File: config.mk
export PLATFORM = sky130hd
export DESIGN_NAME = cfg_device_flat
export DESIGN_NICKNAME = d
export VERILOG_FILES = /design/src/verilog/cfg_select_pkg.sv /design/src/verilog/cfg_link_if.sv /design/src/verilog/cfg_device.sv /design/src/verilog/strap_latch.sv /design/src/flat_wrapper.sv
export VERILOG_INCLUDE_DIRS = /design/src /design/src/verilog
export SDC_FILE = /design/constraint.sdc
export NUM_CORES = 1
export LEC_CHECK = 0
export BUFFER_PORTS_ARGS = -buffer_cell sky130_fd_sc_hd__clkbuf_2
export CAP_MARGIN = 20
export CORE_MARGIN = 4
export CORE_UTILIZATION = 40
export DETAILED_ROUTE_END_ITERATION = 16
export GPL_TIMING_DRIVEN = 0
export HOLD_SLACK_MARGIN = 0.08
export PLACE_DENSITY = 0.61
export SYNTH_ARGS = -nofsm -noshare
export SYNTH_HDL_FRONTEND = slang
export SYNTH_HIERARCHICAL = 1
export SYNTH_SLANG_ARGS = --single-unit
File: constraint.sdc
create_clock -name mclk -period 4.54 [get_ports mclk]
set_input_delay 0.908 -clock mclk [delete_from_list [all_inputs] [get_ports mclk]]
set_output_delay 0.908 -clock mclk [all_outputs]
set_load 0.05 [all_outputs]
File: src/verilog/cfg_select_consts.svh
// constants for the configuration source selector
`ifndef CFG_SELECT_CONSTS_SVH
`define CFG_SELECT_CONSTS_SVH
`define ADDR_W          5
`define DATA_W          11
`define REG_GLOBAL_ADDR 5'h00
`define REG_PATTERN_ADDR 5'h0A
`define REG_OVERRIDE_ADDR 5'h0D
`define BIT_SW_RESET    10
`define BIT_REF_SEL     6
`define BIT_PDN_CHB     3
`define BIT_PDN_CHA     2
`define BIT_PDN_GLOBAL  0
`define BIT_OVERRIDE    10
`define BIT_COARSE_GAIN 5
`define PAT_MSB         7
`define PAT_LSB         5
`define LVL_GND         2'h0
`define LVL_LOW_MID     2'h1
`define LVL_HIGH_MID    2'h2
`define LVL_SUPPLY      2'h3
`define SETTLE_CYCLES   4'h8
`define HOST_CSR_CTRL   4'h0
`define HOST_CSR_WORD   4'h4
`define HOST_CSR_STRAP  4'h8
`define HOST_CSR_STATUS 4'hC
`endif

File: src/verilog/cfg_select_pkg.sv
// types shared by both ends of the configuration link
package cfg_select_pkg;
    typedef enum logic [1:0] {
        MODE_PIN_ONLY = 2'b00,
        MODE_SERIAL   = 2'b01,
        MODE_BOTH     = 2'b10
    } prog_mode_t;
    typedef enum logic [1:0] {
        PAT_NORMAL = 2'b00,
        PAT_SYNC   = 2'b01,
        PAT_PDN    = 2'b10,
        PAT_DESKEW = 2'b11
    } pin_sel_t;
    typedef struct packed {
        logic       global_pdn;
        logic       chan_a_pdn;
        logic       chan_b_pdn;
        logic       ref_internal;
        logic       gain_3p5db;
        logic [1:0] iface_code;
        logic [1:0] serial_code;
        logic [1:0] order_code;
        logic [2:0] pattern;
    } eff_cfg_t;
endpackage : cfg_select_pkg

File: src/verilog/cfg_link_if.sv
// pin-level link between host controller and converter config logic
interface cfg_link_if;
    logic       reset_pin;
    logic [1:0] serial_select_strap;
    logic       serial_clock_pin;
    logic       serial_data_pin;
    logic [1:0] interface_width_strap;
    logic [1:0] serialization_factor_strap;
    logic [1:0] reserved_strap;
    logic [1:0] bit_order_format_strap;
    logic       chan_a_powerdown_pin;
    logic       chan_b_powerdown_pin;
    logic       pdn_pin;
    modport host (output reset_pin, serial_select_strap, serial_clock_pin, serial_data_pin,
                  interface_width_strap, serialization_factor_strap, reserved_strap,
                  bit_order_format_strap, chan_a_powerdown_pin, chan_b_powerdown_pin, pdn_pin);
    modport device (input reset_pin, serial_select_strap, serial_clock_pin, serial_data_pin,
                    interface_width_strap, serialization_factor_strap, reserved_strap,
                    bit_order_format_strap, chan_a_powerdown_pin, chan_b_powerdown_pin,
                    pdn_pin);
endinterface : cfg_link_if

File: src/verilog/cfg_device.sv
// converter-side configuration source selector with serial register file
`include "cfg_select_consts.svh"
module cfg_device (
    input  wire logic                  mclk,
    input  wire logic                  sys_rst,
    cfg_link_if.device                 link,
    output cfg_select_pkg::eff_cfg_t   eff_cfg,
    output logic                       serial_mode,
    output logic                       straps_ready,
    output logic                       chan_a_off,
    output logic                       chan_b_off,
    output logic                       ref_buf_off,
    output logic                       pll_off,
    output logic                       out_buf_off
);
    import cfg_select_pkg::*;

    logic [1:0]  sel_code, iface_code, factor_code, order_code;
    logic [3:0]  cap;
    logic        chan_a_powerdown_pin_code, chan_b_powerdown_pin_code;
    logic [10:0] reg_global_r, reg_pattern_r, reg_override_r;
    logic [15:0] shift_r;
    logic [3:0]  bit_cnt_r;
    logic        sclk_d_r;
    logic        override, pin_mode, sen_low, sclk_fall;
    eff_cfg_t    eff_nxt;

    // straps sampled once; shift protocol never disturbs them
    strap_latch #(.W(2)) u_sel    (.mclk(mclk), .sys_rst(sys_rst),
        .strap_in(link.serial_select_strap), .code_out(sel_code), .captured(cap[0]));
    strap_latch #(.W(2)) u_iface  (.mclk(mclk), .sys_rst(sys_rst),
        .strap_in(link.interface_width_strap), .code_out(iface_code), .captured(cap[1]));
    strap_latch #(.W(2)) u_factor (.mclk(mclk), .sys_rst(sys_rst),
        .strap_in(link.serialization_factor_strap), .code_out(factor_code),
        .captured(cap[2]));
    strap_latch #(.W(4)) u_order  (.mclk(mclk), .sys_rst(sys_rst),
        .strap_in({link.chan_a_powerdown_pin, link.chan_b_powerdown_pin,
                   link.bit_order_format_strap}),
        .code_out({chan_a_powerdown_pin_code, chan_b_powerdown_pin_code, order_code}), .captured(cap[3]));

    assign straps_ready = &cap;
    assign pin_mode     = link.reset_pin;
    assign serial_mode  = !link.reset_pin;
    assign override     = reg_override_r[`BIT_OVERRIDE];

    // serial select strap is static in pin mode; low level enables shifting
    assign sen_low   = serial_mode && (link.serial_select_strap == `LVL_GND);
    assign sclk_fall = sclk_d_r && !link.serial_clock_pin;

    always_ff @(posedge mclk) begin
        if (sys_rst) begin
            sclk_d_r <= 1'b0;
        end else begin
            sclk_d_r <= link.serial_clock_pin;
        end
    end

    // 16-bit words: address first, then data; partial words dropped
    always_ff @(posedge mclk) begin
        if (sys_rst || !sen_low) begin
            shift_r   <= 16'h0000;
            bit_cnt_r <= 4'h0;
        end else if (sclk_fall) begin
            shift_r   <= {shift_r[14:0], link.serial_data_pin};
            bit_cnt_r <= bit_cnt_r + 4'h1;
        end
    end

    // register file; software reset clears all and self-clears
    always_ff @(posedge mclk) begin
        if (sys_rst || pin_mode) begin
            reg_global_r   <= 11'h000;
            reg_pattern_r  <= 11'h000;
            reg_override_r <= 11'h000;
        end else if (sclk_fall && sen_low && bit_cnt_r == 4'hF) begin
            case ({shift_r[14:0], link.serial_data_pin} >> `DATA_W)
                16'(`REG_GLOBAL_ADDR): begin
                    // data bit 10 sits one place below the last address bit
                    if (shift_r[`BIT_SW_RESET-1]) begin
                        reg_global_r   <= 11'h000;
                        reg_pattern_r  <= 11'h000;
                        reg_override_r <= 11'h000;
                    end else begin
                        reg_global_r <= {shift_r[9:0], link.serial_data_pin};
                    end
                end
                16'(`REG_PATTERN_ADDR):  reg_pattern_r  <= {shift_r[9:0], link.serial_data_pin};
                16'(`REG_OVERRIDE_ADDR): reg_override_r <= {shift_r[9:0], link.serial_data_pin};
                default: ;
            endcase
        end
    end

    // priority multiplexers
    always_comb begin
        pin_sel_t ps;
        ps      = pin_sel_t'({link.serial_clock_pin, link.serial_data_pin});
        eff_nxt = '0;
        eff_nxt.chan_a_pdn  = chan_a_powerdown_pin_code || (serial_mode && reg_global_r[`BIT_PDN_CHA]);
        eff_nxt.chan_b_pdn  = chan_b_powerdown_pin_code || (serial_mode && reg_global_r[`BIT_PDN_CHB]);
        if (serial_mode && override) begin
            eff_nxt.iface_code  = reg_override_r[1:0];
            eff_nxt.serial_code = reg_override_r[3:2];
            eff_nxt.order_code  = reg_override_r[7:6];
        end else begin
            eff_nxt.iface_code  = iface_code;
            eff_nxt.serial_code = factor_code;
            eff_nxt.order_code  = order_code;
        end
        if (pin_mode) begin
            eff_nxt.ref_internal = sel_code[1];
            eff_nxt.gain_3p5db   = sel_code[1] ^ sel_code[0];
            eff_nxt.global_pdn   = (ps == PAT_PDN) || link.pdn_pin;
            case (ps)
                PAT_SYNC:   eff_nxt.pattern = 3'b001;
                PAT_DESKEW: eff_nxt.pattern = 3'b010;
                default:    eff_nxt.pattern = 3'b000;
            endcase
        end else begin
            eff_nxt.ref_internal = reg_global_r[`BIT_REF_SEL];
            eff_nxt.gain_3p5db   = override && reg_override_r[`BIT_COARSE_GAIN];
            eff_nxt.pattern      = reg_pattern_r[`PAT_MSB:`PAT_LSB];
            eff_nxt.global_pdn   = link.pdn_pin || reg_global_r[`BIT_PDN_GLOBAL];
        end
    end

    always_ff @(posedge mclk) begin
        if (sys_rst) begin
            eff_cfg <= '0;
        end else begin
            eff_cfg <= eff_nxt;
        end
    end

    // global power-down drops every block at once
    assign chan_a_off  = eff_cfg.global_pdn || eff_cfg.chan_a_pdn;
    assign chan_b_off  = eff_cfg.global_pdn || eff_cfg.chan_b_pdn;
    assign ref_buf_off = eff_cfg.global_pdn;
    assign pll_off     = eff_cfg.global_pdn;
    assign out_buf_off = eff_cfg.global_pdn;
endmodule : cfg_device

File: src/verilog/strap_latch.sv
// captures strap codes once after reset release and holds them
`include "cfg_select_consts.svh"
module strap_latch #(
    parameter int W = 2
) (
    input  wire logic         mclk,
    input  wire logic         sys_rst,
    input  wire logic [W-1:0] strap_in,
    output logic      [W-1:0] code_out,
    output logic              captured
);
    import cfg_select_pkg::*;
    logic [3:0] settle_r;

    // wait a few cycles so straps are stable before sampling
    always_ff @(posedge mclk) begin
        if (sys_rst) begin
            settle_r <= 4'h0;
        end else if (settle_r != `SETTLE_CYCLES) begin
            settle_r <= settle_r + 4'h1;
        end
    end

    always_ff @(posedge mclk) begin
        if (sys_rst) begin
            code_out <= '0;
            captured <= 1'b0;
        end else if (!captured && settle_r == `SETTLE_CYCLES) begin
            code_out <= strap_in;
            captured <= 1'b1;
        end
    end
endmodule : strap_latch
File: src/flat_wrapper.sv
// flat-port wrapper written by rule: the top's interface ports become plain ports
module cfg_device_flat import cfg_select_pkg::*;
  (mclk, sys_rst, eff_cfg, serial_mode, straps_ready, chan_a_off, chan_b_off, ref_buf_off, pll_off, out_buf_off, link_reset_pin, link_serial_select_strap, link_serial_clock_pin, link_serial_data_pin, link_interface_width_strap, link_serialization_factor_strap, link_reserved_strap, link_bit_order_format_strap, link_chan_a_powerdown_pin, link_chan_b_powerdown_pin, link_pdn_pin);
  cfg_link_if link_i ();
  input  wire logic mclk;
  input  wire logic sys_rst;
  output cfg_select_pkg::eff_cfg_t eff_cfg;
  output logic serial_mode;
  output logic straps_ready;
  output logic chan_a_off;
  output logic chan_b_off;
  output logic ref_buf_off;
  output logic pll_off;
  output logic out_buf_off;
  input wire logic [$bits(link_i.reset_pin)-1:0] link_reset_pin;
  input wire logic [$bits(link_i.serial_select_strap)-1:0] link_serial_select_strap;
  input wire logic [$bits(link_i.serial_clock_pin)-1:0] link_serial_clock_pin;
  input wire logic [$bits(link_i.serial_data_pin)-1:0] link_serial_data_pin;
  input wire logic [$bits(link_i.interface_width_strap)-1:0] link_interface_width_strap;
  input wire logic [$bits(link_i.serialization_factor_strap)-1:0] link_serialization_factor_strap;
  input wire logic [$bits(link_i.reserved_strap)-1:0] link_reserved_strap;
  input wire logic [$bits(link_i.bit_order_format_strap)-1:0] link_bit_order_format_strap;
  input wire logic [$bits(link_i.chan_a_powerdown_pin)-1:0] link_chan_a_powerdown_pin;
  input wire logic [$bits(link_i.chan_b_powerdown_pin)-1:0] link_chan_b_powerdown_pin;
  input wire logic [$bits(link_i.pdn_pin)-1:0] link_pdn_pin;
  assign link_i.reset_pin = link_reset_pin;
  assign link_i.serial_select_strap = link_serial_select_strap;
  assign link_i.serial_clock_pin = link_serial_clock_pin;
  assign link_i.serial_data_pin = link_serial_data_pin;
  assign link_i.interface_width_strap = link_interface_width_strap;
  assign link_i.serialization_factor_strap = link_serialization_factor_strap;
  assign link_i.reserved_strap = link_reserved_strap;
  assign link_i.bit_order_format_strap = link_bit_order_format_strap;
  assign link_i.chan_a_powerdown_pin = link_chan_a_powerdown_pin;
  assign link_i.chan_b_powerdown_pin = link_chan_b_powerdown_pin;
  assign link_i.pdn_pin = link_pdn_pin;
  cfg_device u_core (.mclk(mclk), .sys_rst(sys_rst), .link(link_i), .eff_cfg(eff_cfg), .serial_mode(serial_mode), .straps_ready(straps_ready), .chan_a_off(chan_a_off), .chan_b_off(chan_b_off), .ref_buf_off(ref_buf_off), .pll_off(pll_off), .out_buf_off(out_buf_off));
endmodule
After elaboration in Yosys (flattened, before gate mapping)

Index checks and enable logic that the tools add are counted.

Bits in registers: 90
Input port bits: 18
Output and inout port bits: 21
Word-level logic and storage cells: 92

Bitwise gates (word level): 1
Reductions and logical operators: 35
$add $sub $neg: 5
Eq/ne operators: 15
Multiplexer cells: 9

Operator list:

| kind                  | number |
|---|---|
| $pmux W11 S2          | 1 |
| $add A4 B1 Y4 const B | 5 |
| $eq A4 B4 Y1 const B  | 5 |
| $logic_not A16 Y1     | 1 |
| $ne A4 B4 Y1 const B  | 4 |
| $pmux W8 S2           | 1 |
| $logic_and A1 B1 Y1   | 12 |
| $mux W11              | 1 |
| $eq A5 B4 Y1 const B  | 2 |
| $logic_or A1 B1 Y1    | 8 |
| $logic_not A1 Y1      | 7 |
| $mux W7               | 1 |
| $mux W6               | 1 |
| $reduce_and A3 Y1     | 2 |
| $eq A2 B2 Y1 const B  | 2 |
| $pmux W2 S2           | 1 |
| $reduce_and A4 Y1     | 1 |
| $reduce_bool A2 Y1    | 2 |
| $mux W3               | 1 |
| $eq A2 B1 Y1 const B  | 1 |
| $logic_not A2 Y1      | 1 |
| $mux W2               | 1 |
| $ne A2 B1 Y1 const B  | 1 |
| $reduce_and A2 Y1     | 1 |
| other kinds (2)       | 2 |

Logic depth before layout (Yosys ltp)

Depth in word-level cells: 5
Depth in mapped cells: 5
Mapped depth without buffers: 5

By module

Netlist, hierarchy kept.

Modules (own cells, without submodules):

| module                            | cells each | instances | area an instance (um2) |
|---|---|---|---|
| cfg_device                        | 205        | 1         | 1941.9 |
| strap_latch (u_core.u_factor ...) | 33         | 3         | 341.6 |
| strap_latch (u_core.u_order)      | 41         | 1         | 375.4 |

Least setup slack after synthesis

OpenSTA, ideal clock, no wires.

Path kind: in2out
From: input port link_reset_pin
To: output port serial_mode
Setup slack: 2.064 ns
Cell stages on the path: 2
Data arrival time: 1.568 ns
Path buffers: 1
Data required time: 3.632 ns
Cell sequence: buf_2 -> clkinv_1

Word-level cells in the longest chain between the ends: 1

RTL lines:

| what               | RTL line           | source |
|---|---|---|
| start: declaration | flat_wrapper.sv:15 | `input wire logic [$bits(link_i.reset_pin)-1:0] link_reset_pin;` |
| $logic_not A1 Y1   | cfg_device.sv:43   | `assign serial_mode = !link.reset_pin;` |
| end: declaration   | flat_wrapper.sv:8  | `output logic serial_mode;` |

Every way passes these cells.

Final worst setup path

Ends and elaborated chain as after synthesis.

==> impl_summary.md <==
Worst setup path
The worst setup path is of the in -> out kind. Among the stages of the critical path, the cell type that occurs most often is sky130_fd_sc_hd__clkbuf_2. In this run the register-to-register setup slack is 2.70 ns. The data required time of the worst path is 3.63 ns. The endpoint of the worst-slack reg-to-reg timing path is u_core/reg_override_r[5].

The startpoint identified for the worst register-to-register timing path is u_core/shift_r[9]. The capture point of the worst path is serial_mode. At the worst endpoint, the arrival time is 1.89 ns. The worst setup path startpoint is link_reset_pin. In this design, the stage delay of the slowest critical-path cell is 0.33 ns.

The peak fanout along the critical path is 10. The type of element launching the critical path is an input port. Walking the worst path, the cells encountered are clkbuf_2 > buf_2 > clkinv_1 > clkbuf_2. The slowest cell on the critical path is sky130_fd_sc_hd__clkbuf_2. The worst setup path is captured at an output pin.

Measured in cells, the most critical reg-to-reg path has a length of 4.

Synthesis
The netlist uses 45 different library cells. The number of enable-type register cells in the synthesized netlist is 0. The count of mapped cells out of synthesis is 345. The synthesis warning total is 6. The number of flip-flops and latches in the synthesized netlist is 79. The average size of a mapped cell is 9.687 um2. The most frequently used flop master after synthesis is sky130_fd_sc_hd__dfxtp_1.

The number of nets produced by synthesis is 372. Sequential cells were found to cover 47.32% of the synthesized design area. After synthesis the cells add up to 0.003342 mm2.

After synthesis, the share of flip-flops with an asynchronous set or reset is 0%.

STA
The number of pins with negative max-slew slack in the final report is 0. The transition time at the pin with the least slew margin is 0.6278 ns. Setup repair after global routing left no endpoint under its margin.

The number of hold violations in the final report is 0. Clock skew on the completed layout was measured at 0.008901 ns. After layout, the worst path uses 61.65% of the clock period. The worst pin sits at a relative slew slack of 57.76%. Setup violations remaining at the end of the flow were counted as 0. The worst path in the final design needs a cycle of 2.799 ns, including I/O delays and setup. Static timing analysis puts the maximum clock frequency at 0.3573 GHz. The sum of negative setup slack is 0 ns.

Layout
The register with the most flip-flops is u_core/shift_r. The largest registers in the layout are u_core/shift_r: 15 flops, u_core/eff_cfg: 13 flops, u_core/reg_override_r: 8 flops. The ratio of cells with drive above 1 in the final layout is 21.66%. After the last flow step, the layout net total stands at 419.

The library cell used most frequently in the layout, excluding fill and tap cells, is sky130_fd_sc_hd__dfxtp_1. The number of antenna diodes is 0. The end-of-flow core utilization is 47.25%. The library cells used most frequently in the layout, excluding fill and tap cells, are 79 x sky130_fd_sc_hd__dfxtp_1, 43 x sky130_fd_sc_hd__nand2_1, 36 x sky130_fd_sc_hd__clkbuf_2. Relative to the synthesized area, the layout overhead comes to 15.57%.

The register with the most flip-flops in the layout has 15 of them.

Global route
For this run, global-route usage on met2 was measured as 22.26%. Entering global routing, the biggest net connects 13 pins. The global-route total usage across every layer is 13.87%. The first-pass GRT wire length is 11010 um. The layer with the highest usage after global routing is met2. The number of global-route vias before repair is 2401.

For met3 alone, demand over resource in global routing was 3.015%. The initial antenna violation count is 0. The global route total overflow is 0. Global routing consumed, on the met1 layer, 17.95% of the routing resources.

Floorplan
The overall die width is 99.41 um. The effective utilization at floorplan is 40.88%. The chip height is 99.41 um. The floorplan has 33 rows. The total I/O pin count is 39. The core area is 0.008175 mm2.

The floorplan step defined a die boundary enclosing 0.009881 mm2.

Pwr
In this run the static leakage power is 1.504 nW. The switching portion of total power is 22.93%. The power per cell area is 349.7 mW/mm2. The power share of the sequential group is 53.0%. The internal power of the cells is 1.041 mW.

The highest ir drop seen on vdd is 178.3 uV. The net switching power is 0.3097 mW. The combinational share of power is 7.1%.

Of the total power, the clock network draws 39.8%.

Clock tree
Counting along the longest clock path gives a buffer depth of 2. The tree built by TritonCTS fans out to 79 sinks. The clock reaches the later pin of the worst-skew pair after 0.34 ns. In this run the number of H-tree levels came out at 3. The buffer cell driving the clock tree root is sky130_fd_sc_hd__clkbuf_8.

The number of buffers created by CTS is 9. The number of hold buffers added after CTS was 0. Clock-pin slew was measured on the worst setup and hold paths at 0.07 ns.

After clock tree synthesis, the setup repair step added 0 buffers. The number of gates resized after CTS was 0. TritonCTS built the clock tree.

Placed design
Once detailed placement completed, the half-perimeter wirelength came to 4730 um. Input and output buffers added on the ports amount to 36. At the end of routability-driven placement, the weighted congestion stood at 0.7854.

Drt
Summing over every cut layer, the via total after detailed routing is 2424. The first detailed-routing pass ran for 4 iterations. In this run the remaining antenna-violating nets after routing total 0. The number of violations reported at the end of detailed-routing iteration 0 is 77. The post-route DRC violation count is 0. The post-detailed-routing wire length is 6481 um. The via-per-instance ratio is 4.829.

In the final routed layout, each cell accounts on average for 12.91 um.

Flow run
Max-cap violations in this run came to 0.

Hold path
The min-delay analysis places its worst path in the category reg -> reg.

Status
The flow ran to the end, and the final reports show no timing, DRC or antenna violations.
Yosys cell counts, types with 2 or more instances:
cell type                   instances  area [um2]
sky130_fd_sc_hd__dfxtp_1           79        1582
sky130_fd_sc_hd__nand2_1           43       161.4
sky130_fd_sc_hd__a21oi_1           29       145.1
sky130_fd_sc_hd__nor2_1            26       97.59
sky130_fd_sc_hd__mux2i_1           21       210.2
sky130_fd_sc_hd__nand2b_1          19       118.9
sky130_fd_sc_hd__nor2b_1           12       75.07
sky130_fd_sc_hd__inv_1             10       37.54
sky130_fd_sc_hd__clkbuf_1           9       33.78
sky130_fd_sc_hd__ha_1               9       112.6
sky130_fd_sc_hd__a22o_1             8       70.07
sky130_fd_sc_hd__nand3_1            6       30.03
sky130_fd_sc_hd__xnor2_1            6       52.55
sky130_fd_sc_hd__buf_2              5       25.02
sky130_fd_sc_hd__nor3_2             4       40.04
sky130_fd_sc_hd__o21ai_0            4       20.02
sky130_fd_sc_hd__and3b_1            3       26.28
sky130_fd_sc_hd__and4bb_2           3       37.54
sky130_fd_sc_hd__buf_4              3       22.52
sky130_fd_sc_hd__mux2_2             3       33.78
sky130_fd_sc_hd__mux2_4             3       45.04
sky130_fd_sc_hd__nand3b_1           3       22.52
sky130_fd_sc_hd__nor3_1             3       15.01
sky130_fd_sc_hd__o21ba_2            3       30.03
sky130_fd_sc_hd__o2bb2ai_1          3       26.28
sky130_fd_sc_hd__or2_2              3       18.77
sky130_fd_sc_hd__xor2_1             3       26.28
sky130_fd_sc_hd__a31oi_1            2       12.51
sky130_fd_sc_hd__nand4_1            2       12.51
sky130_fd_sc_hd__nor4_1             2       12.51
sky130_fd_sc_hd__nor4_4             2       42.54
per-layer routing:
metal / share of wire (%) / routed length (um) / vias up
met2: 46 / 2981 / 30
met3: 3.6 / 233 / 8
li1: - / - / 1259
met1: 49 / 3163 / 1127
met5: 0 / 0 / -
met4: 1.6 / 102 / 0
metrics by stage:
| stage | area, um2 | hold slack (ns) | cells | total power, mW | setup slack [ns] |
|---|---|---|---|---|---|
| 4_1_cts | 3862 | 0.4543 | 502 | 1.369 | 1.747 |
| 3_5_place_dp | 3654 | 0.4432 | 486 | 0.8300 | 1.751 |
| 2_1_floorplan | 3342 | 0.4046 | 345 | 0.8008 | 2.064 |
| 3_3_place_gp | 3654 | 0.4370 | 486 | 0.8263 | 1.723 |
| 5_1_grt | 3862 | 0.4676 | 502 | 1.406 | 1.685 |
| 6_report | 3862 | 0.4530 | 502 | 1.351 | 1.741 |
cell type report:
class / count / area (um2)
Clock buffer: 13 / 168.9
Multi-Input combinational cell: 237 / 1627
Sequential cell: 79 / 1582
Inverter: 11 / 41.29
Timing Repair Buffer: 36 / 180.2
Clock inverter: 3 / 40.04
Buffer: 18 / 92.59
Tap cell: 105 / 131.4
Fill cell: 794 / 4313
cells by family (layout without fill, tap and decap cells):
kind of cell | count (synthesis) | in the layout | share of synthesized area (%)
xor+xnor | 9 | 9 | 2.359
compound gates | 50 | 50 | 9.435
buf+inv | 29 | 81 | 4.006
fa+ha+maj | 9 | 9 | 3.370
flops | 79 | 79 | 47.32
mux | 27 | 27 | 8.648
simple gates | 142 | 142 | 24.86
worst min-delay path by stage:
stage	from	endpoint	cells past startpoint
after floorplan	u_core/reg_pattern_r[7]	u_core/eff_cfg[2]	2
after detailed placement	u_core/shift_r[8]	u_core/shift_r[9]	2
after global routing	u_core/shift_r[8]	u_core/shift_r[9]	2
after global placement	u_core/shift_r[8]	u_core/shift_r[9]	2
after CTS	u_core/shift_r[8]	u_core/shift_r[9]	2
final	u_core/shift_r[8]	u_core/shift_r[9]	2
power groups by stage:
| stage | registers [mW] | clock network, mW | logic (mW) |
|---|---|---|---|
| 3_3_place_gp | 0.732 | 0 | 0.0940 |
| 5_1_grt | 0.719 | 0.579 | 0.108 |
| 2_1_floorplan | 0.734 | 0 | 0.0667 |
| 6_report | 0.716 | 0.538 | 0.0964 |
| 3_5_place_dp | 0.733 | 0 | 0.0974 |
| 4_1_cts | 0.716 | 0.555 | 0.0978 |
critical path: cells and delay by family:
family	cells	cell delay (ns)
buffers and inverters	4	0.99
Power figures use the tool's default switching activity.
